## src/core/pidd_pkg.sv

```systemverilog
// shared constants and types for the port direction and drive block
package pidd_pkg;

    // pin count of the port
    localparam int PIN_W = 8;
    localparam int DATA_W = 32;
    localparam int ADDR_W = 12;

    // register indices; byte address is four times the index
    localparam logic [9:0] IDX_OUT_VALUE = 10'h250;
    localparam logic [9:0] IDX_SNAPSHOT = 10'h251;
    localparam logic [9:0] IDX_DIRECTION = 10'h252;
    localparam logic [9:0] IDX_DRIVE_SEL = 10'h253;

    // reset values
    localparam logic [7:0] RST_OUT_VALUE = 8'h00;
    localparam logic [7:0] RST_DIRECTION = 8'h00;
    localparam logic [7:0] RST_DRIVE_SEL = 8'h00;

    // pin groups taken over by peripherals
    localparam logic [7:0] SSU_PIN_MASK = 8'h3C;
    localparam int SSU_LSB = 2;
    localparam int SERIAL_TX_PIN = 1;
    localparam int SERIAL_RX_PIN = 0;

    // bus answer phase
    typedef enum logic [0:0] {
        BUS_IDLE,
        BUS_ANSWER
    } pidd_bus_e;

    // all registered state of the top module
    typedef struct packed {
        logic [7:0] out_value;
        logic [7:0] direction;
        logic [7:0] drive_sel;
        logic [7:0] sync1;
        logic [7:0] sync2;
        logic [7:0] pin_val;
        logic [7:0] pin_oe;
        logic [7:0] pin_red;
        logic [31:0] rdata;
        logic wreq;
        pidd_bus_e phase;
    } pidd_state_s;

endpackage

```

## src/core/pidd_pin_if.sv

```systemverilog
// per-pin control bundle between register file and pin resolver
`timescale 1ns/1ps
`default_nettype none
interface pidd_pin_if;
    logic [7:0] direction;
    logic [7:0] out_value;
    logic [7:0] drive_sel;
    logic ssu_en;
    logic [3:0] ssu_oe;
    logic [3:0] ssu_out;
    logic fbc_en;
    logic fbc_tx;
    logic asu_en;
    logic asu_tx;
    logic [7:0] eff_oe;
    logic [7:0] eff_val;
    logic [7:0] eff_red;

    modport ctrl (
        output direction, out_value, drive_sel, ssu_en, ssu_oe, ssu_out,
        output fbc_en, fbc_tx, asu_en, asu_tx,
        input eff_oe, eff_val, eff_red
    );
    modport res (
        input direction, out_value, drive_sel, ssu_en, ssu_oe, ssu_out,
        input fbc_en, fbc_tx, asu_en, asu_tx,
        output eff_oe, eff_val, eff_red
    );
endinterface
`default_nettype wire

```

## src/core/pidd_pin_resolve.sv

```systemverilog
// resolves per-pin direction, value and drive from registers and peripherals
`timescale 1ns/1ps
`default_nettype none
module pidd_pin_resolve (
    pidd_pin_if.res p // control bundle
);
    logic serial_en;
    logic serial_tx;
    logic [7:0] force_en;
    logic [7:0] force_oe;
    logic [7:0] force_val;

    // forced choice when a peripheral owns the pin
    function automatic logic pick(input logic sel, input logic frc, input logic sw);
        pick = sel ? frc : sw;
    endfunction

    // fieldbus wins the tx pin if both serial units are enabled
    always_comb begin
        serial_en = p.fbc_en | p.asu_en;
        serial_tx = p.fbc_en ? p.fbc_tx : p.asu_tx;
        force_en = ({8{p.ssu_en}} & pidd_pkg::SSU_PIN_MASK)
            | {6'h00, serial_en, serial_en}; // RULE5 RULE7 RULE8
        force_oe = {2'b00, p.ssu_oe, 2'b10}; // RULE7 RULE8
        force_val = {2'b00, p.ssu_out, serial_tx, 1'b0};
    end

    // direction bit is only read here, never written, so overrides leave it intact
    for (genvar i = 0; i < pidd_pkg::PIN_W; i++) begin : g_pin
        always_comb begin
            p.eff_oe[i] = pick(force_en[i], force_oe[i], p.direction[i]); // RULE4 RULE6
            p.eff_val[i] = pick(force_en[i], force_val[i], p.out_value[i]); // RULE12
            // reduction follows any output, whoever drives it
            p.eff_red[i] = p.drive_sel[i] & p.eff_oe[i]; // RULE9 RULE10 RULE11
        end
    end
endmodule
`default_nettype wire

```

## src/core/pidd_port.sv

```systemverilog
// eight-pin port: input snapshot, direction, drive select, avalon-mm slave
//
// Functional notes
// RULE1 - snapshot read returns buffered state of all pins
// RULE2 - snapshot register ignores every write
// RULE3 - snapshot also shows pins driven as outputs
// RULE4 - direction bit one output, zero input
// RULE5 - enabled synchronous serial forces pins five to two
// RULE6 - peripheral override never changes stored direction bit
// RULE7 - fieldbus or async serial forces pin one out
// RULE8 - fieldbus or async serial forces pin zero in
// RULE9 - drive select one reduced, zero full
// RULE10 - drive select ignored on input pins
// RULE11 - reduced drive applies to peripheral outputs too
// RULE12 - unowned output pin drives the data register bit
// RULE13 - writes land on completing edge, pins sampled
`timescale 1ns/1ps
`default_nettype none
module pidd_port (
    input wire logic mclk_i, // 100 MHz system clock
    input wire logic reset_i, // synchronous reset, active high
    input wire logic [11:0] avs_address_i, // byte address
    input wire logic avs_read_i, // read request
    input wire logic avs_write_i, // write request
    input wire logic [31:0] avs_writedata_i, // write data
    input wire logic [3:0] avs_byteenable_i, // byte lanes
    output logic [31:0] avs_readdata_o, // read data
    output logic avs_waitrequest_o, // stall, low for one answer cycle
    input wire logic ssu_en_i, // synchronous serial unit enabled
    input wire logic [3:0] ssu_oe_i, // its direction for pins 5..2
    input wire logic [3:0] ssu_out_i, // its output value for pins 5..2
    input wire logic fbc_en_i, // fieldbus controller enabled
    input wire logic fbc_tx_i, // fieldbus transmit bit
    input wire logic asu_en_i, // async serial unit enabled
    input wire logic asu_tx_i, // async serial transmit bit
    input wire logic [7:0] pin_i, // pad input levels, asynchronous
    output logic [7:0] pin_o, // pad output value
    output logic [7:0] pin_oe_o, // pad output enable, high drives
    output logic [7:0] pin_reduced_o // pad reduced drive select
);
    pidd_pkg::pidd_state_s q;
    pidd_pkg::pidd_state_s d;
    logic [9:0] idx;
    logic req;
    logic accept;
    logic wr_lane;

    pidd_pin_if pins ();

    // registers feed the resolver straight from the flops
    assign pins.direction = q.direction;
    assign pins.out_value = q.out_value;
    assign pins.drive_sel = q.drive_sel;
    assign pins.ssu_en = ssu_en_i;
    assign pins.ssu_oe = ssu_oe_i;
    assign pins.ssu_out = ssu_out_i;
    assign pins.fbc_en = fbc_en_i;
    assign pins.fbc_tx = fbc_tx_i;
    assign pins.asu_en = asu_en_i;
    assign pins.asu_tx = asu_tx_i;

    pidd_pin_resolve u_resolve (
        .p (pins.res)
    );

    // decode used by both read and write paths
    function automatic logic hit(input logic [9:0] a, input logic [9:0] r);
        hit = (a == r);
    endfunction

    // bus request decode
    always_comb begin
        idx = avs_address_i[11:2];
        req = avs_read_i | avs_write_i;
        accept = req & ~q.wreq; // RULE13
        wr_lane = avs_write_i & accept & avs_byteenable_i[0];
    end

    // next state
    always_comb begin
        d = q;
        // two-stage synchroniser; first stage only feeds the second
        d.sync1 = pin_i; // RULE13
        d.sync2 = q.sync1; // RULE1 RULE3
        // pin outputs registered so pads see clean flop edges
        d.pin_oe = pins.eff_oe;
        d.pin_val = pins.eff_val;
        d.pin_red = pins.eff_red;
        // one-cycle answer after a cycle of wait
        case (q.phase)
            pidd_pkg::BUS_IDLE: begin
                d.wreq = 1'b1;
                if (req) begin
                    d.phase = pidd_pkg::BUS_ANSWER;
                    d.wreq = 1'b0;
                end
            end
            pidd_pkg::BUS_ANSWER: begin
                d.phase = pidd_pkg::BUS_IDLE;
                d.wreq = 1'b1;
            end
            default: begin
                d.phase = pidd_pkg::BUS_IDLE;
                d.wreq = 1'b1;
            end
        endcase
        // read data latched in the wait cycle, stands at the answer edge
        d.rdata = 32'h0000_0000;
        if (avs_read_i && q.phase == pidd_pkg::BUS_IDLE) begin
            if (hit(idx, pidd_pkg::IDX_SNAPSHOT)) begin
                d.rdata[7:0] = q.sync2; // RULE1 RULE3
            end else if (hit(idx, pidd_pkg::IDX_DIRECTION)) begin
                d.rdata[7:0] = q.direction;
            end else if (hit(idx, pidd_pkg::IDX_DRIVE_SEL)) begin
                d.rdata[7:0] = q.drive_sel;
            end else if (hit(idx, pidd_pkg::IDX_OUT_VALUE)) begin
                // output pins read the latch, input pins the buffered pad
                d.rdata[7:0] = (q.out_value & q.direction) | (q.sync2 & ~q.direction);
            end
        end
        // writes land on the edge that completes the access
        if (wr_lane) begin
            if (hit(idx, pidd_pkg::IDX_DIRECTION)) begin
                d.direction = avs_writedata_i[7:0]; // RULE4 RULE13
            end
            if (hit(idx, pidd_pkg::IDX_DRIVE_SEL)) begin
                d.drive_sel = avs_writedata_i[7:0]; // RULE9
            end
            if (hit(idx, pidd_pkg::IDX_OUT_VALUE)) begin
                d.out_value = avs_writedata_i[7:0]; // RULE12
            end
            // snapshot and unmapped indices fall through untouched
        end
    end

    // single state register
    always_ff @(posedge mclk_i) begin
        if (reset_i) begin
            q.out_value <= pidd_pkg::RST_OUT_VALUE;
            q.direction <= pidd_pkg::RST_DIRECTION;
            q.drive_sel <= pidd_pkg::RST_DRIVE_SEL;
            q.sync1 <= 8'h00;
            q.sync2 <= 8'h00;
            q.pin_val <= 8'h00;
            q.pin_oe <= 8'h00;
            q.pin_red <= 8'h00;
            q.rdata <= 32'h0000_0000;
            q.wreq <= 1'b1;
            q.phase <= pidd_pkg::BUS_IDLE;
        end else begin
            q <= d;
        end
    end

    assign avs_readdata_o = q.rdata;
    assign avs_waitrequest_o = q.wreq;
    assign pin_o = q.pin_val;
    assign pin_oe_o = q.pin_oe;
    assign pin_reduced_o = q.pin_red;
endmodule
`default_nettype wire

```

## config.mk

```make
export PLATFORM = sky130hd
export DESIGN_NAME = pidd_port
export DESIGN_NICKNAME = d
export VERILOG_FILES = /design/src/core/pidd_pkg.sv /design/src/core/pidd_pin_if.sv /design/src/core/pidd_pin_resolve.sv /design/src/core/pidd_port.sv
export SDC_FILE = /design/constraint.sdc
export NUM_CORES = 1
export LEC_CHECK = 0
export CORE_MARGIN = 4
export CORE_UTILIZATION = 50
export CTS_CLUSTER_SIZE = 10
export DETAILED_ROUTE_END_ITERATION = 10
export DONT_BUFFER_PORTS = 1
export GPL_ROUTABILITY_DRIVEN = 0
export PLACE_DENSITY = 0.68
export SETUP_SLACK_MARGIN = 0.05
export SYNTH_ARGS = -nofsm -noshare
export SYNTH_HDL_FRONTEND = slang
export SYNTH_HIERARCHICAL = 1
export SYNTH_SLANG_ARGS = --single-unit
```

## constraint.sdc

```tcl
create_clock -name mclk_i -period 2.1 [get_ports mclk_i]
set_input_delay 0.42 -clock mclk_i [delete_from_list [all_inputs] [get_ports mclk_i]]
set_output_delay 0.42 -clock mclk_i [all_outputs]
set_load 0.03 [all_outputs]
```

# [Word level (Yosys, flattened, before mapping)]
# Index checks and enable logic that the tools add are counted.
# Widths: inputs -> output; s select.
[word_totals] register_bits=98 input_bits=73 elab_cells=68
[op_classes] n_eq_ne=4 mux=20 bitwise_logic=21 reduce_logical=8
[ops] cell="$eq 10x10->1 const B" count=4
[ops] cell="$mux 8" count=4
[ops] cell="$and 8x8->8" count=2
[ops] cell="$mux 1" count=14
[ops] cell="$and 1x1->1" count=11
[ops] cell="$not 8->8" count=1
[ops] cell="$or 8x8->8" count=1
[ops] cell="$reduce_or 2->1" count=4
[ops] cell="$or 6x2->6" count=1
[ops] cell="$reduce_and 2->1" count=3
[ops] cell="$pmux 2 s2" count=1
[ops] cell="$not 1->1" count=3
[ops] cell="$mux 2" count=1
[ops] cell="$or 1x1->1" count=2
[ops] cell="$logic_and 1x1->1" count=1

# [Depth between registers and ports, before layout]
[logic_depth] ltp_word=7 depth_mapped=6

# [Modules after synthesis]
# Netlist, hierarchy kept.
[modules_own_cells] mod="pidd_port" n_inst=1 cells_each=290 area_each_um2=2955.3 seq_area_each_um2=1481.4
[modules_own_cells] mod="pidd_pin_resolve" n_inst=1 cells_each=28 area_each_um2=252.7 seq_area_each_um2=0.0

# [Worst setup path after synthesis]
# No wires, ideal clock.
[synth_path] path_kind="input port to flip-flop" from="input port avs_address_i[5]" to="register pins.out_value[0] (netlist name)" setup_time_ns=0.128 t_arrival_ns=1.966 required_time_ns=1.972 setup_slack_ns=0.007 path_stages=6 path_cell_list="or4b_1 -> buf_4 -> or4b_1 -> buf_2 -> mux2i_1 -> nor2_1"
[synth_via] elab_chain_cells=2
[synth_lines] element="from (decl)" line="pidd_port.sv:22" rtl="input wire logic [11:0] avs_address_i,"
[synth_lines] element="$eq 10x10->1" line="pidd_port.sv:68" rtl="hit = (a == r);"
[synth_lines] element="$reduce_and 2->1 (no source line)"
# Every way passes these cells.
# A chain may end at the register's enable or synchronous reset.

# [Final worst setup path]
[layout_path] from="register q (netlist bit avs_waitrequest_o)" to="register pins.out_value[7] (netlist name)"
[layout_via] elab_chain_cells=5
[layout_lines] element="from (decl)" line="pidd_port.sv:41" rtl="pidd_pkg::pidd_state_s q;"
[layout_lines] element="$not 1->1" line="pidd_port.sv:75" rtl="accept = req & ~q.wreq;"
[layout_lines] element="$and 1x1->1" line="pidd_port.sv:75"
[layout_lines] element="$and 1x1->1 (2 in a row)" line="pidd_port.sv:76" rtl="wr_lane = avs_write_i & accept & avs_byteenable_i[0];"
[layout_lines] element="$reduce_and 2->1 (no source line)"
# Every way passes these cells.

==> results.cfg <==
[synth]
ys_types = 33
synth_top_flop_cell = dfxtp_1
seq_area_frac_synth_pct = 46.2
synthesis.yosys.warnings = 6
synth-async-reset-ratio_pct = 0
synth.avg_cell_area_um2 = 10.1
synthesis.instances = 318
flip_flop_and_latch_count_after_synthesis = 74
number_of_enable_flip_flop_cells_after_synthesis = 0
synth.cell_area_um2 = 3210

[worst_hold_path]
tightest_hold_check_type = in -> reg

[cells_and_area]
most-common-layout-cells = dfxtp_1 (74), nor2b_1 (41), nor2_1 (35)
share_of_layout_cells_above_drive_strength_1_pct = 15.5
area_of_the_multi_input_gates_um2 = 1290
finish.instance_area_um2 = 3130
antenna-diode-count = 0
register_area_um2 = 1480
most_common_cell_after_layout_fill_and_taps_aside = dfxtp_1
fillerInstances = 561
post_layout_nonfiller_instances = 366
synthToLayoutAreaGrowth_pct = -2.34
nNetsFinal = 360

[sta]
layout_worst_path_cycle_share_pct = 81.1
maxClockFrequency_ghz = 0.587
grt_setup_unrepaired = false
finalHoldViolCount = 0
final_critical_path_time_including_i_o_delays_and_setup_ns = 1.70
skew_ns = 0.00977
number_of_max_slew_violations_in_the_final_report = 0
fin_tns_setup_ns = 0
hold_slack_ns = 0.146
setup_violations = 0
fin_ws_ns = 0.398

[critical_path]
crit_fanout = 8
crit_type = reg -> reg
critPathBufInv = 1
critPathRequiredTime_ns = 2.33
crit_path_start_kind = register
critical_path_arrival_ns = 1.94
crit_slowest_cell = or4b_1
critical_path.max_stage_delay_ns = 0.52
timing.critical_path.to_type = register
gate_family_responsible_for_the_most_delay_along_the_worst_path = simple AND/OR/NAND/NOR gates
crit_path_cell_trace = nand3b_1 > or4b_1 > buf_4 > mux2i_1 > nor2_1

[clock_tree]
root_buffer = clkbuf_8
cts_setup_buffers = 0
clk-insertion-delay-late_ns = 0.34
holdBufCountCts = 0
cts_max_path_buffers = 2
cts_made_buffers = 9
cts-resized-gates = 0
cts_tree = done
numClockSinks = 74
cts.htree.levels = 3
clkTransAtPathRegs_ns = 0.07

[detailed_routing]
num_vias = 1821
detail_route.wirelength_um = 5670
drt_drc_violations_left = 0
number_of_iterations_in_the_first_detailed_routing_pass = 4
drt_first_iter_violations = 50
detail-route-antenna-nets = 0
viasPerCell = 4.98
wire_per_inst_um = 15.5

[floorplanning]
die-width_um = 88.1
number_of_standard_cell_rows_in_the_floorplan = 28
fp.dieH_um = 88.1
io_pins = 130
initial_util_pct = 52.9
die_area_um2 = 7760
core_region_area_um2 = 6060

[grt]
grt_pass1_wl_um = 8990
first_global_vias = 1804
antenna_found_initial = 0
grt_use_total_pct = 15.9
pin_count_of_the_biggest_net_entering_global_routing = 67
grt_overflow_total = 0

[placement]
dp_cells = 351
dp_worst_setup_slack_ns = 0.0641
numPortBuffers = 0
dpl_cell_area_um2 = 2960
hpwl_um = 3980

[outcome]
outcome = finished, final reports clean

[run]
max_cap_violations = 0

[power_and_ir_drop]
worst_ir_drop_vdd_v = 0.000374
power_leakage_nw = 1.28
power_density_nw_per_um2 = 814
[synth_stat cells (2+ instances only)]
master    instances  area, um^2
and2_4            4        35.0
dfxtp_1          74        1480
o21ai_0           2        10.0
buf_4            61         458
o31ai_1           7        52.6
and2_1            5        31.3
mux2i_1          25         250
nor2_1           35         131
clkbuf_1         10        37.5
nand2_1           9        33.8
nor2b_1          41         257
inv_1             2        7.51
mux2_4            4        60.1
mux2_2           11         124
nand2b_1          2        12.5
nor4_4            2        42.5
or4b_1            2        20.0
o22ai_1           7        43.8
[flip-flops by register name (all words and copies together), names as in the netlist]
name / cells
pin_reduced_o: 8
pins.direction: 8
pins.drive_sel: 8
d: 8
pin_o: 8
pin_oe_o: 8
avs_waitrequest_o: 1
q: 9
avs_readdata_o: 8
pins.out_value: 8
[cell type report]
type / instances / share of cell area, %
tap: 75 / 3.00
clock buffer: 13 / 5.07
timing repair buffer: 8 / 2.72
clock inverter: 2 / 0.399
multi-input combinational: 192 / 41.3
sequential: 74 / 47.3
inverter: 2 / 0.240
[final timing paths]
check        depth (start not counted)  slack [ns]                        endpoint                         start
max reg2reg                          5        0.40  pins.out_value[7]$_SDFFE_PP0P_  avs_waitrequest_o$_SDFF_PP1_
max                                  5        0.40  pins.out_value[7]$_SDFFE_PP0P_  avs_waitrequest_o$_SDFF_PP1_
min                                  1        0.15                q[60]$_SDFF_PP0_                       reset_i
min reg2reg                          1        0.44                q[65]$_SDFF_PP0_              d[65]$_SDFF_PP0_
[logic make-up (layout without fill, tap and decap cells)]
logic type / after synthesis / count (layout) / share of synthesized area (%)
AO/OA/AOI/OAI: 19 / 19 / 4.02
buffers and inverters: 75 / 25 / 16.2
flip-flops: 74 / 74 / 46.2
multiplexers: 40 / 40 / 13.5
other: 1 / 24 / 0.117
AND/OR/NAND/NOR: 109 / 109 / 20.0
[metrics by stage]
step | utilization, % | power [mW]
floorplan | - | 1.67
global placement | 48.9 | 1.61
detailed placement | 48.9 | 1.61
CTS | 51.7 | 2.58
global route | 51.7 | 2.67
finish | 51.7 | 2.55
[worst reg2reg max path: cells and delay by family, from the launching register on]
family	cells	cell delay, ns
flip-flops	1	0.41
buffers and inverters	1	0.21
AND/OR/NAND/NOR	3	0.81
multiplexers	1	0.17
[routing by layer]
metal | track usage, % | vias up | share of wire [%]
li1 | - | 896 | -
met1 | 18.8 | 842 | 41
met2 | 25.3 | 74 | 49
met3 | 5.93 | 9 | 7.8
met4 | 8.10 | 0 | 1.7
met5 | 0 | - | 0
[power by group]
part / leakage, nW / switching, mW / internal, mW
combinational: 0.597 / 0.0817 / 0.0432
sequential: 0.602 / 0.0287 / 1.43
clock: 0.0855 / 0.482 / 0.486
total: 1.28 / 0.592 / 1.96
Power figures use the tool's default switching activity.
